===== src/core/usb_regs_pkg.sv =====
package usb_regs_pkg;

  // register indices, byte address is four times the index
  localparam logic [5:0] IDX_CTRL        = 6'h00;
  localparam logic [5:0] IDX_STATUS      = 6'h02;
  localparam logic [5:0] IDX_DEV_ADDR    = 6'h03;
  localparam logic [5:0] IDX_FIFO_WP     = 6'h04;
  localparam logic [5:0] IDX_FIFO_RP     = 6'h05;
  localparam logic [5:0] IDX_EPT_LOW     = 6'h06;
  localparam logic [5:0] IDX_EPT_HIGH    = 6'h07;
  localparam logic [5:0] IDX_IRQ_CTRL_A  = 6'h08;
  localparam logic [5:0] IDX_IRQ_CTRL_B  = 6'h09;
  localparam logic [5:0] IDX_FLAGS_A_CLR = 6'h0A;
  localparam logic [5:0] IDX_FLAGS_A_SET = 6'h0B;
  localparam logic [5:0] IDX_FLAGS_B_CLR = 6'h0C;
  localparam logic [5:0] IDX_FLAGS_B_SET = 6'h0D;

  // field positions
  localparam int CTRL_FIFO_EN_BIT   = 5;
  localparam int STATUS_SUSPEND_BIT = 1;
  localparam int STATUS_RESET_BIT   = 0;
  localparam int IRQA_FRAME_BIT     = 7;
  localparam int IRQA_EVENT_BIT     = 6;
  localparam int IRQA_ERROR_BIT     = 5;
  localparam int IRQA_STALL_BIT     = 4;
  localparam int IRQB_TRANSFER_BIT  = 1;
  localparam int IRQB_SETUP_BIT     = 0;
  localparam int FLAG_FRAME_BIT     = 7;
  localparam int FLAG_SUSPEND_BIT   = 6;
  localparam int FLAG_RESUME_BIT    = 5;
  localparam int FLAG_RESET_BIT     = 4;
  localparam int FLAG_CRC_BIT       = 3;
  localparam int FLAG_UNDERRUN_BIT  = 2;
  localparam int FLAG_OVERRUN_BIT   = 1;
  localparam int FLAG_STALL_BIT     = 0;

  // writable bit masks, reserved bits read zero
  localparam logic [7:0]  CTRL_MASK     = 8'h20;
  localparam logic [7:0]  DEV_ADDR_MASK = 8'h7F;
  localparam logic [7:0]  IRQA_MASK     = 8'hF3;
  localparam logic [7:0]  IRQB_MASK     = 8'h03;
  localparam logic [7:0]  FLAGS_B_MASK  = 8'h03;
  localparam logic [15:0] EPT_MASK      = 16'h0FFE;

  // reset values
  localparam logic [7:0]  REG_RESET = 8'h00;
  localparam logic [15:0] EPT_RESET = 16'h0000;
  localparam logic [4:0]  PTR_RESET = 5'h00;

  // timing
  localparam real CLK_MHZ            = 125.0;
  localparam real LINE_RESET_MIN_US  = 2.5;
  localparam int  LINE_RESET_CYCLES  = int'($ceil(LINE_RESET_MIN_US * CLK_MHZ));
  localparam int  IDLE_SUSPEND_MS    = 3;
  localparam int  IDLE_SUSPEND_CYCLES = IDLE_SUSPEND_MS * int'(CLK_MHZ) * 1000;
  localparam int  RESET_CNT_W        = 9;
  localparam int  IDLE_CNT_W         = 20;

endpackage


===== src/core/usb_device_addr_irq_regs.sv =====
// Overview of operation
// - bus reset status sets after SE0 held at least 2.5 us
// - only tokens matching the 7-bit device address are answered; bit 7 reads zero
// - 5-bit done FIFO write pointer; writing it flushes both pointers
// - 5-bit done FIFO read pointer; writing it flushes both pointers
// - 16-bit endpoint table pointer in two bytes; bit 0 always zero
// - only SRAM-addressing pointer bits exist; upper bits read zero
// - frame start interrupt needs its enable and its flag
// - one line event enable gates suspend, resume and reset flags
// - one line error enable gates crc, underrun and overrun flags
// - stall interrupt needs its enable and its flag
// - 2-bit level selects priority; zero suppresses all interrupts
// - control B bit 1 enables transfer done interrupt
// - control B bit 0 enables setup done interrupt
// - flags A read same at both locations; zero writes change nothing
// - frame start flag sets on each received frame start packet
// - suspend flag sets after 3 ms of bus idle
// - with FIFO enabled, completed endpoint table address is pushed
// - underrun flag sets when IN endpoint has no data
// - overrun flag sets when OUT endpoint cannot accept data
module usb_device_addr_irq_regs #(
  parameter int SUSPEND_CYCLES = usb_regs_pkg::IDLE_SUSPEND_CYCLES
) (
  // clock and reset
  input  wire logic        REF_CLK,
  input  wire logic        RST,
  // wishbone slave
  input  wire logic        CYC_I,
  input  wire logic        STB_I,
  input  wire logic        WE_I,
  input  wire logic [7:0]  ADR_I,
  input  wire logic [3:0]  SEL_I,
  input  wire logic [31:0] DAT_I,
  output logic      [31:0] DAT_O,
  output logic             ACK_O,
  // line state
  input  wire logic        LINE_SE0,
  input  wire logic        LINE_IDLE,
  // token address check
  input  wire logic        TOKEN_VALID,
  input  wire logic [6:0]  TOKEN_ADDR,
  output logic             ADDR_MATCH,
  // transaction events
  input  wire logic        FRAME_START_SEEN,
  input  wire logic        ISO_CHECK_ERROR,
  input  wire logic        IN_UNDERRUN,
  input  wire logic        OUT_OVERRUN,
  input  wire logic        STALL_SENT,
  input  wire logic        TRANSFER_DONE,
  input  wire logic        SETUP_DONE,
  input  wire logic [3:0]  DONE_EP_NUM,
  input  wire logic        DONE_EP_IN,
  // done fifo
  input  wire logic        DONE_FIFO_POP,
  output logic             DONE_FIFO_PUSH,
  output logic      [4:0]  DONE_FIFO_SLOT,
  output logic      [15:0] DONE_FIFO_ENTRY,
  // table pointer and interrupt
  output logic      [15:0] ENDPOINT_TABLE_POINTER,
  output logic             IRQ_REQ,
  output logic      [1:0]  IRQ_LEVEL
);

  function automatic logic [7:0] flag_update(
    input logic [7:0] cur,
    input logic [7:0] clr,
    input logic [7:0] set,
    input logic [7:0] hw
  );
    flag_update = (cur & ~clr) | set | hw;
  endfunction

  // register state
  logic [7:0]  control;
  logic [7:0]  device_address;
  logic [4:0]  done_fifo_write_pointer;
  logic [4:0]  done_fifo_read_pointer;
  logic [15:0] endpoint_table_pointer;
  logic [7:0]  irq_control_a;
  logic [7:0]  irq_control_b;
  logic [7:0]  flags_a;
  logic [7:0]  flags_b;

  // line monitor state
  logic [usb_regs_pkg::RESET_CNT_W-1:0] se0_count;
  logic [usb_regs_pkg::IDLE_CNT_W-1:0]  idle_count;
  logic                                 line_reset_seen;
  logic                                 suspended;

  // bus decode
  wire       access     = CYC_I & STB_I;
  wire       wr_fire    = access & WE_I & ACK_O & SEL_I[0];
  wire [5:0] idx        = ADR_I[7:2];
  wire [7:0] wdata      = DAT_I[7:0];
  wire       wr_ctrl    = wr_fire & (idx == usb_regs_pkg::IDX_CTRL);
  wire       wr_addr    = wr_fire & (idx == usb_regs_pkg::IDX_DEV_ADDR);
  wire       wr_wp      = wr_fire & (idx == usb_regs_pkg::IDX_FIFO_WP);
  wire       wr_rp      = wr_fire & (idx == usb_regs_pkg::IDX_FIFO_RP);
  wire       wr_ept_lo  = wr_fire & (idx == usb_regs_pkg::IDX_EPT_LOW);
  wire       wr_ept_hi  = wr_fire & (idx == usb_regs_pkg::IDX_EPT_HIGH);
  wire       wr_irqa    = wr_fire & (idx == usb_regs_pkg::IDX_IRQ_CTRL_A);
  wire       wr_irqb    = wr_fire & (idx == usb_regs_pkg::IDX_IRQ_CTRL_B);
  wire       wr_fa_clr  = wr_fire & (idx == usb_regs_pkg::IDX_FLAGS_A_CLR);
  wire       wr_fa_set  = wr_fire & (idx == usb_regs_pkg::IDX_FLAGS_A_SET);
  wire       wr_fb_clr  = wr_fire & (idx == usb_regs_pkg::IDX_FLAGS_B_CLR);
  wire       wr_fb_set  = wr_fire & (idx == usb_regs_pkg::IDX_FLAGS_B_SET);

  // line monitor decode
  wire se0_hit  = LINE_SE0 & (se0_count == usb_regs_pkg::RESET_CNT_W'(usb_regs_pkg::LINE_RESET_CYCLES - 1));
  wire idle_hit = LINE_IDLE & ~suspended &
                  (idle_count == usb_regs_pkg::IDLE_CNT_W'(SUSPEND_CYCLES - 1));
  wire resume_hit = suspended & ~LINE_IDLE;

  // flag event vectors
  wire [7:0] events_a = {
    FRAME_START_SEEN,
    idle_hit,
    resume_hit,
    se0_hit,
    ISO_CHECK_ERROR,
    IN_UNDERRUN,
    OUT_OVERRUN,
    STALL_SENT
  };
  wire [7:0] events_b = {6'h00, TRANSFER_DONE, SETUP_DONE};

  // software masks, zero bits leave flags alone
  wire [7:0] clr_a = wr_fa_clr ? wdata : 8'h00;
  wire [7:0] set_a = wr_fa_set ? wdata : 8'h00;
  wire [7:0] clr_b = wr_fb_clr ? (wdata & usb_regs_pkg::FLAGS_B_MASK) : 8'h00;
  wire [7:0] set_b = wr_fb_set ? (wdata & usb_regs_pkg::FLAGS_B_MASK) : 8'h00;

  // set wins over clear
  wire [7:0] next_flags_a = flag_update(flags_a, clr_a, set_a, events_a);
  wire [7:0] next_flags_b = flag_update(flags_b, clr_b, set_b, events_b);

  // done fifo
  wire        fifo_enable = control[usb_regs_pkg::CTRL_FIFO_EN_BIT];
  wire        fifo_flush  = wr_wp | wr_rp;
  wire        fifo_push   = fifo_enable & (TRANSFER_DONE | SETUP_DONE) & ~fifo_flush;
  wire        fifo_pop    = DONE_FIFO_POP & ~fifo_flush;
  wire [15:0] fifo_entry  = (endpoint_table_pointer & usb_regs_pkg::EPT_MASK) +
                            {8'h00, DONE_EP_NUM, DONE_EP_IN, 3'h0};

  // interrupt combine
  wire [1:0] level        = irq_control_a[1:0];
  wire       grp_frame    = irq_control_a[usb_regs_pkg::IRQA_FRAME_BIT] &
                            flags_a[usb_regs_pkg::FLAG_FRAME_BIT];
  wire       grp_event    = irq_control_a[usb_regs_pkg::IRQA_EVENT_BIT] &
                            (flags_a[usb_regs_pkg::FLAG_SUSPEND_BIT] |
                             flags_a[usb_regs_pkg::FLAG_RESUME_BIT] |
                             flags_a[usb_regs_pkg::FLAG_RESET_BIT]);
  wire       grp_error    = irq_control_a[usb_regs_pkg::IRQA_ERROR_BIT] &
                            (flags_a[usb_regs_pkg::FLAG_CRC_BIT] |
                             flags_a[usb_regs_pkg::FLAG_UNDERRUN_BIT] |
                             flags_a[usb_regs_pkg::FLAG_OVERRUN_BIT]);
  wire       grp_stall    = irq_control_a[usb_regs_pkg::IRQA_STALL_BIT] &
                            flags_a[usb_regs_pkg::FLAG_STALL_BIT];
  wire       grp_transfer = irq_control_b[usb_regs_pkg::IRQB_TRANSFER_BIT] &
                            flags_b[usb_regs_pkg::IRQB_TRANSFER_BIT];
  wire       grp_setup    = irq_control_b[usb_regs_pkg::IRQB_SETUP_BIT] &
                            flags_b[usb_regs_pkg::IRQB_SETUP_BIT];
  wire       any_group    = grp_frame | grp_event | grp_error | grp_stall | grp_transfer | grp_setup;
  wire       next_irq     = any_group & (level != 2'h0);

  // status view
  wire [7:0] status_view = {6'h00, suspended, line_reset_seen};

  // read selection
  logic [7:0] read_byte;
  always_comb
  begin
    if (idx == usb_regs_pkg::IDX_CTRL)
      read_byte = control;
    else if (idx == usb_regs_pkg::IDX_STATUS)
      read_byte = status_view;
    else if (idx == usb_regs_pkg::IDX_DEV_ADDR)
      read_byte = device_address & usb_regs_pkg::DEV_ADDR_MASK;
    else if (idx == usb_regs_pkg::IDX_FIFO_WP)
      read_byte = {3'h0, done_fifo_write_pointer};
    else if (idx == usb_regs_pkg::IDX_FIFO_RP)
      read_byte = {3'h0, done_fifo_read_pointer};
    else if (idx == usb_regs_pkg::IDX_EPT_LOW)
      read_byte = endpoint_table_pointer[7:0];
    else if (idx == usb_regs_pkg::IDX_EPT_HIGH)
      read_byte = endpoint_table_pointer[15:8];
    else if (idx == usb_regs_pkg::IDX_IRQ_CTRL_A)
      read_byte = irq_control_a;
    else if (idx == usb_regs_pkg::IDX_IRQ_CTRL_B)
      read_byte = irq_control_b;
    else if (idx == usb_regs_pkg::IDX_FLAGS_A_CLR || idx == usb_regs_pkg::IDX_FLAGS_A_SET)
      read_byte = flags_a;
    else if (idx == usb_regs_pkg::IDX_FLAGS_B_CLR || idx == usb_regs_pkg::IDX_FLAGS_B_SET)
      read_byte = flags_b;
    else
      read_byte = 8'h00;
  end

  // bus answer
  always_ff @(posedge REF_CLK)
  begin
    if (RST)
    begin
      ACK_O <= 1'b0;
      DAT_O <= 32'h0000_0000;
    end
    else
    begin
      ACK_O <= access & ~ACK_O;
      if (access & ~ACK_O & ~WE_I)
        DAT_O <= {24'h00_0000, read_byte};
    end
  end

  // control registers
  always_ff @(posedge REF_CLK)
  begin
    if (RST)
    begin
      control                <= usb_regs_pkg::REG_RESET;
      device_address         <= usb_regs_pkg::REG_RESET;
      endpoint_table_pointer <= usb_regs_pkg::EPT_RESET;
      irq_control_a          <= usb_regs_pkg::REG_RESET;
      irq_control_b          <= usb_regs_pkg::REG_RESET;
    end
    else
    begin
      if (wr_ctrl)
        control <= wdata & usb_regs_pkg::CTRL_MASK;
      if (wr_addr)
        device_address <= wdata & usb_regs_pkg::DEV_ADDR_MASK;
      if (wr_ept_lo)
        endpoint_table_pointer[7:0] <= wdata & usb_regs_pkg::EPT_MASK[7:0];
      if (wr_ept_hi)
        endpoint_table_pointer[15:8] <= wdata & usb_regs_pkg::EPT_MASK[15:8];
      if (wr_irqa)
        irq_control_a <= wdata & usb_regs_pkg::IRQA_MASK;
      if (wr_irqb)
        irq_control_b <= wdata & usb_regs_pkg::IRQB_MASK;
    end
  end

  // interrupt flags
  always_ff @(posedge REF_CLK)
  begin
    if (RST)
    begin
      flags_a <= usb_regs_pkg::REG_RESET;
      flags_b <= usb_regs_pkg::REG_RESET;
    end
    else
    begin
      flags_a <= next_flags_a;
      flags_b <= next_flags_b;
    end
  end

  // bus reset detect
  always_ff @(posedge REF_CLK)
  begin
    if (RST)
    begin
      se0_count       <= '0;
      line_reset_seen <= 1'b0;
    end
    else if (!LINE_SE0)
    begin
      se0_count       <= '0;
      line_reset_seen <= 1'b0;
    end
    else
    begin
      if (!se0_hit && !line_reset_seen)
        se0_count <= se0_count + 1'b1;
      if (se0_hit)
        line_reset_seen <= 1'b1;
    end
  end

  // idle and suspend detect
  always_ff @(posedge REF_CLK)
  begin
    if (RST)
    begin
      idle_count <= '0;
      suspended  <= 1'b0;
    end
    else if (!LINE_IDLE)
    begin
      idle_count <= '0;
      suspended  <= 1'b0;
    end
    else if (idle_hit)
      suspended <= 1'b1;
    else if (!suspended)
      idle_count <= idle_count + 1'b1;
  end

  // address match
  always_ff @(posedge REF_CLK)
  begin
    if (RST)
      ADDR_MATCH <= 1'b0;
    else
      ADDR_MATCH <= TOKEN_VALID & (TOKEN_ADDR == device_address[6:0]);
  end

  // done fifo pointers
  always_ff @(posedge REF_CLK)
  begin
    if (RST)
    begin
      done_fifo_write_pointer <= usb_regs_pkg::PTR_RESET;
      done_fifo_read_pointer  <= usb_regs_pkg::PTR_RESET;
      DONE_FIFO_PUSH          <= 1'b0;
      DONE_FIFO_SLOT          <= usb_regs_pkg::PTR_RESET;
      DONE_FIFO_ENTRY         <= usb_regs_pkg::EPT_RESET;
    end
    else
    begin
      DONE_FIFO_PUSH <= fifo_push;
      if (fifo_flush)
      begin
        done_fifo_write_pointer <= usb_regs_pkg::PTR_RESET;
        done_fifo_read_pointer  <= usb_regs_pkg::PTR_RESET;
      end
      else
      begin
        if (fifo_push)
          done_fifo_write_pointer <= done_fifo_write_pointer + 1'b1;
        if (fifo_pop)
          done_fifo_read_pointer <= done_fifo_read_pointer + 1'b1;
      end
      if (fifo_push)
      begin
        DONE_FIFO_SLOT  <= done_fifo_write_pointer;
        DONE_FIFO_ENTRY <= fifo_entry;
      end
    end
  end

  // interrupt and pointer outputs
  always_ff @(posedge REF_CLK)
  begin
    if (RST)
    begin
      IRQ_REQ                <= 1'b0;
      IRQ_LEVEL              <= 2'h0;
      ENDPOINT_TABLE_POINTER <= usb_regs_pkg::EPT_RESET;
    end
    else
    begin
      IRQ_REQ                <= next_irq;
      IRQ_LEVEL              <= next_irq ? level : 2'h0;
      ENDPOINT_TABLE_POINTER <= endpoint_table_pointer & usb_regs_pkg::EPT_MASK;
    end
  end

endmodule


===== config.mk =====
export PLATFORM = sky130hd
export DESIGN_NAME = usb_device_addr_irq_regs
export DESIGN_NICKNAME = d
export VERILOG_FILES = /design/src/core/usb_regs_pkg.sv /design/src/core/usb_device_addr_irq_regs.sv
export SDC_FILE = /design/constraint.sdc
export NUM_CORES = 1
export LEC_CHECK = 0
export ABC_AREA = 1
export BUFFER_PORTS_ARGS = -buffer_cell sky130_fd_sc_hd__buf_4
export CORE_MARGIN = 2
export CORE_UTILIZATION = 40
export CTS_CLUSTER_DIAMETER = 30
export DETAILED_ROUTE_END_ITERATION = 8
export HOLD_SLACK_MARGIN = 0.05
export SLEW_MARGIN = 20
export SYNTH_ARGS = -nofsm -noshare
export SYNTH_HDL_FRONTEND = slang
export SYNTH_SLANG_ARGS = --single-unit

===== constraint.sdc =====
create_clock -name REF_CLK -period 4.06 [get_ports REF_CLK]
set_input_delay 0.609 -clock REF_CLK [delete_from_list [all_inputs] [get_ports REF_CLK]]
set_output_delay 0.609 -clock REF_CLK [all_outputs]
set_load 0.02 [all_outputs]

# Yosys cells after proc, flatten, opt, wreduce, memory -nomap -nowiden
# Index checks and enable logic that the tools add are counted.
word_totals:
  ff_bits: 135
  output_inout_bits: 75
classes:
  bitwise_logic: 60
  n_addsub: 5
  reduce_logical: 12
  mux: 15
  n_eq_ne: 15
op_table:
  columns: ["cell", "count"]
  rows:
  - ["8-bit 2-to-1 mux", 13]
  - ["6-bit by 4-bit == test with 1-bit output (second input constant)", 6]
  - ["1-bit AND", 33]
  - ["6-bit by 3-bit == test with 1-bit output (second input constant)", 4]
  - ["20-bit by 1-bit adder with 20-bit output (second input constant)", 1]
  - ["20-bit by 19-bit == test with 1-bit output (second input constant)", 1]
  - ["8-bit AND", 2]
  - ["8-bit by 2-bit bitwise OR with 8-bit output", 2]
  - ["8-bit bitwise OR", 2]
  - ["12-bit by 8-bit adder with 13-bit output", 1]
  - ["6-bit by 2-bit == test with 1-bit output (second input constant)", 2]
  - ["1-bit bitwise OR", 11]
  - ["5-bit by 1-bit adder with 5-bit output (second input constant)", 2]
  - ["9-bit by 1-bit adder with 9-bit output (second input constant)", 1]
  - ["9-bit == test (second input constant)", 1]
  - ["1-bit inverter", 8]
  - ["2-bit inverter with 8-bit output", 1]
  - ["8-bit inverter", 1]
  - ["2-bit OR reduction", 4]
  - ["7-bit == test", 1]
  - ["6-bit zero test", 1]
  - ["2-bit 2-to-1 mux", 2]
  - ["1-bit zero test", 2]
  - ["1-bit logical OR", 2]
  - ["3 further kinds", 3]

# Depth between registers and ports, before layout
logic_depth:
  word_depth: 13
  mapped_depth: 12
  depth_no_buf: 12

# Worst setup path before layout
# No wires, ideal clock.
synth_timing:
  path_kind: "input to register"
  from: "input DONE_EP_IN"
  to: "register DONE_FIFO_ENTRY[11]"
  slack_ps: 1955
  arrival_ps: 2035
  stages: 9
  n_path_buf: 0
  t_required_ps: 3990
  cell_sequence: "ha_1 > inv_1 > fa_1 > o21ai_0 > nand2_1 > a21oi_1 > nand3_1 > xor2_1 > a21oi_1"
synth_via:
  elab_chain_len: 1
synth_lines:
  columns: ["element", "line", "source"]
  rows:
  - ["start: declaration", "usb_device_addr_irq_regs.sv:52", "input wire logic DONE_EP_IN,"]
  - ["12-bit by 8-bit adder with 13-bit output", "usb_device_addr_irq_regs.sv:142", "wire [15:0] fifo_entry = (endpoint_table_pointer & usb_regs_pkg::EPT_MASK) +"]
  - ["end signal: assignment", "usb_device_addr_irq_regs.sv:317", "DONE_FIFO_ENTRY <= usb_regs_pkg::EPT_RESET;"]
  - ["end signal: assignment", "usb_device_addr_irq_regs.sv:337", "DONE_FIFO_ENTRY <= fifo_entry;"]
  - ["end: declaration", "usb_device_addr_irq_regs.sv:57", "output logic [15:0] DONE_FIFO_ENTRY,"]
# Every way passes these cells.
# A chain may end at the register's enable or synchronous reset.

# Worst setup path in the final report
layout_timing:
  from: "input ADR_I[7]"
  to: "register done_fifo_write_pointer[4]"
layout_via:
  elab_chain_len: 5
  elab_cells_between_ends: 8
  cone_classes: "eq/ne (2); bitwise (5); reduce/logical (1)"
layout_lines:
  columns: ["element", "line", "source"]
  rows:
  - ["start: declaration", "usb_device_addr_irq_regs.sv:31", "input wire logic [7:0] ADR_I,"]
  - ["6-bit by 3-bit == test with 1-bit output, on equally long branches", "usb_device_addr_irq_regs.sv:97, usb_device_addr_irq_regs.sv:98", null]
  - ["1-bit AND, on equally long branches", "usb_device_addr_irq_regs.sv:97, usb_device_addr_irq_regs.sv:98", null]
  - ["1-bit bitwise OR (*)", "usb_device_addr_irq_regs.sv:139", "wire fifo_flush = wr_wp | wr_rp;"]
  - ["1-bit inverter", "usb_device_addr_irq_regs.sv:140", "wire fifo_push = fifo_enable & (TRANSFER_DONE | SETUP_DONE) & ~fifo_flush;"]
  - ["1-bit AND", "usb_device_addr_irq_regs.sv:140", null]
  - ["end signal: assignment", "usb_device_addr_irq_regs.sv:313", "done_fifo_write_pointer <= usb_regs_pkg::PTR_RESET;"]
  - ["end signal: assignment", "usb_device_addr_irq_regs.sv:324", "done_fifo_write_pointer <= usb_regs_pkg::PTR_RESET;"]
  - ["end signal: assignment", "usb_device_addr_irq_regs.sv:330", "done_fifo_write_pointer <= done_fifo_write_pointer + 1'b1;"]
  - ["end: declaration", "usb_device_addr_irq_regs.sv:76", "logic [4:0] done_fifo_write_pointer;"]
# Mark *: on every way between the ends. The rest lies on a longest branch, timed or not.

==> impl_metrics.toml <==
[routing]
drc = 0
finalWirelength_um = 15500
drt_iter0_drc = 345
vias = 5382
vias_per_cell = 5.00
postRouteAntennaNets = 0
drtPass1Iterations = 5
wire_per_inst_um = 14.4

[power]
ir_drop_mv = 0.268
power_density_nw_per_um2 = 394
p_leak_uw = 0.00287

[synthesis]
synth_area_um2 = 5860
synth_top_family_by_area = "simple AND/OR/NAND/NOR gates"
yosys.area_share.xor_xnor_pct = 3.74
synth-simple-area-share_pct = 22.2
synth_fa_ha_area_share_pct = 2.48
ys_warn_count = 0
avgSynthCellArea_um2 = 7.36
ys_seq_elements = 120
syn_inst = 796
yosys.cell_types.count = 46
yosysSeqAreaShare_pct = 41.0
synthMuxAreaShare_pct = 0
synth_compound_area_share_pct = 18.1

[setup_path]
arrival_ps = 2540
cp.required_ps = 4380
ff2ff_path_depth = 9
r2r_slack_ps = 1900
timing.rr.start = "idle_count[0]"
endpoint_kind = "flop"
crit_fanout = 31
critical_path.startpoint_type = "input port"
crit_type = "input port to flop"
timing.rr.end = "idle_count[3]"

[global_routing]
grt_max_degree = 47
grt_pass1_wl_um = 24900
grt-busiest-layer = "met2"
use_met1_pct = 28.2
gr-usage-all-layers_pct = 19.9
grt_pass1_vias = 4792
grt_use_met2_pct = 29.4
overflow = 0
met3_usage_pct = 5.22
antenna_found_initial = 0

[placement]
gp_congestion = 0.913
hpwl_um = 11300
port_buffers = 84

[sta]
rsz0062_at_grt = "no"
finalCritPeriodShare_pct = 54.7
worstMarginPinSlew_ps = 841
slew-limit-headroom_pct = 43.5
fin_crit_ps = 2220
final-setup-viol-count = 0
drv_slew = 0
hold_viol = 0
final.setup.tns_ps = 0
fmax_mhz = 450
fin_skew_ps = 5.74

[cts]
cts-buffers-inserted = 17
ctsResizeCount = 0
worstSkewPairLatency_ps = 420
clk_pin_slew_ps = 60
htree_levels = 4
clk_path_buf_depth = 2
cts.sinks = 120
post-cts-setup-buffers = 0
root_buffer = "clkbuf_16"
cts_hold_buf = 0
cts_tree = "yes"

[finish]
area_growth_pct = 19.9
antennaDiodeCount = 0
fin_util_pct = 48.7
drive_gt1_share_pct = 15.5
final_nets = 962

[floorplan]
core_um2 = 14400
die_y_um = 125
io-pin-count = 147
die_area_um2 = 15600
die_w_um = 125
row_count = 44
initial_core_util_pct = 40.6

[job]
max_cap_viol_count = 0

[hold_path]
holdPathStages = 3
min_path_type = "input port to flop"
hold_end = "flags_a[3]"
hold_start = "ISO_CHECK_ERROR"

[outcome]
outcome = "complete, no violations"
## sequential cells by signal, summed over array words and instances, names as in the netlist
signal                   cells
DONE_FIFO_ENTRY             12
done_fifo_read_pointer       5
ENDPOINT_TABLE_POINTER      11
ADDR_MATCH                   1
DONE_FIFO_SLOT               5
flags_b                      2
control                      1
line_reset_seen              1
IRQ_LEVEL                    2
ACK_O                        1
se0_count                    9
irq_control_b                2
done_fifo_write_pointer      5
endpoint_table_pointer      11
suspended                    1
DONE_FIFO_PUSH               1
flags_a                      8
idle_count                  20
IRQ_REQ                      1
device_address               7
irq_control_a                6
DAT_O                        8
## critical path, cell delays in order
cell,delay [ps]
buf_4,110
nor2_2,400
nand3_2,240
nor3_4,270
nor2_2,50
buf_4,220
inv_1,310
nor3_1,130
a21oi_1,140
nor2_1,60
## cells in the final DEF (no fill, tap or decap), types with 12 or more instances in the layout
master | synthesis | routed
conb_1 | 1 | 33
dfxtp_1 | 120 | 120
nor3_1 | 12 | 12
inv_1 | 85 | 85
a21oi_1 | 99 | 99
xor2_1 | 15 | 15
nand2_1 | 145 | 145
nand3_1 | 28 | 28
nor2_1 | 72 | 72
nand4_1 | 15 | 15
o21ai_0 | 70 | 70
buf_4 | 36 | 86
clkbuf_16 | 0 | 17
## cell families after synthesis
logic type | Yosys count
simple gates | 295
compound gates | 199
buf+inv | 145
flops | 120
xor+xnor | 25
fa+ha+maj | 11
other cells | 1
## metal layers
| layer | vias up | share of wire [%] | wire [um] |
|---|---|---|---|
| met4 | 0 | 1.5 | 238 |
| li1 | 2738 | - | - |
| met5 | - | 0 | 0 |
| met3 | 22 | 6.6 | 1020 |
| met1 | 2454 | 48 | 7470 |
| met2 | 168 | 44 | 6740 |
## area by class of cell
class | instances | area (um2)
Clock inverter | 15 | 131
Sequential cell | 120 | 2400
Timing Repair Buffer | 86 | 646
Inverter | 91 | 342
Multi-Input combinational cell | 563 | 2850
Fill cell | 1488 | 7400
Clock buffer | 17 | 425
Tap cell | 184 | 230
## how the worst max path moves through the flow
stage	depth (start not counted)	end	from
5_1_grt	10	done_fifo_write_pointer[4]	ADR_I[7]
6_report	10	done_fifo_write_pointer[4]	ADR_I[7]
4_1_cts	10	done_fifo_write_pointer[4]	ADR_I[7]
3_3_place_gp	10	done_fifo_write_pointer[4]	ADR_I[7]
2_1_floorplan	9	DONE_FIFO_ENTRY[11]	DONE_EP_IN
3_5_place_dp	10	done_fifo_write_pointer[4]	ADR_I[7]
## report_power, final
part	internal [uW]	total [uW]	leakage, uW	switching, uW
clock	838	1420	0.000261	577
sequential	1190	1200	0.000970	8.88
combinational	49.6	155	0.00164	105
total	2080	2770	0.00287	691
## synth_stat cells, drive strengths merged
cell | count | area, um2
a211oi | 2 | 15.0
a21oi | 99 | 495
a221oi | 1 | 8.76
a22o | 2 | 17.5
a22oi | 5 | 37.5
a311oi | 1 | 8.76
a31oi | 8 | 50.1
and3 | 1 | 6.26
buf | 47 | 360
clkbuf | 7 | 26.3
clkinv | 2 | 7.51
conb | 1 | 3.75
dfxtp | 120 | 2400
fa | 1 | 20.0
ha | 10 | 125
inv | 89 | 334
nand2 | 147 | 557
nand3 | 29 | 150
nand4 | 15 | 93.8
nor2 | 79 | 329
nor3 | 14 | 86.3
nor3b | 3 | 27.5
nor4 | 5 | 37.5
o211ai | 3 | 22.5
o21a | 1 | 7.51
o21ai | 71 | 355
o21bai | 1 | 7.51
o221ai | 1 | 8.76
o22ai | 2 | 12.5
o31ai | 2 | 15.0
or2 | 2 | 12.5
xnor2 | 10 | 87.6
xor2 | 15 | 131
## metrics by stage
| stage | worst slack (ps) | power [uW] | std cells | instance area [um2] | hold slack, ps |
|---|---|---|---|---|---|
| global route | 1610 | 2870 | 1076 | 7030 | 472 |
| floorplan | 1960 | 1330 | 828 | 5980 | 430 |
| finish | 1840 | 2770 | 1076 | 7030 | 457 |
| global placement | 1410 | 1380 | 1044 | 6470 | 457 |
| CTS | 1860 | 2780 | 1076 | 7030 | 451 |
| detailed placement | 1410 | 1380 | 1044 | 6470 | 461 |
Power figures use the tool's default switching activity.
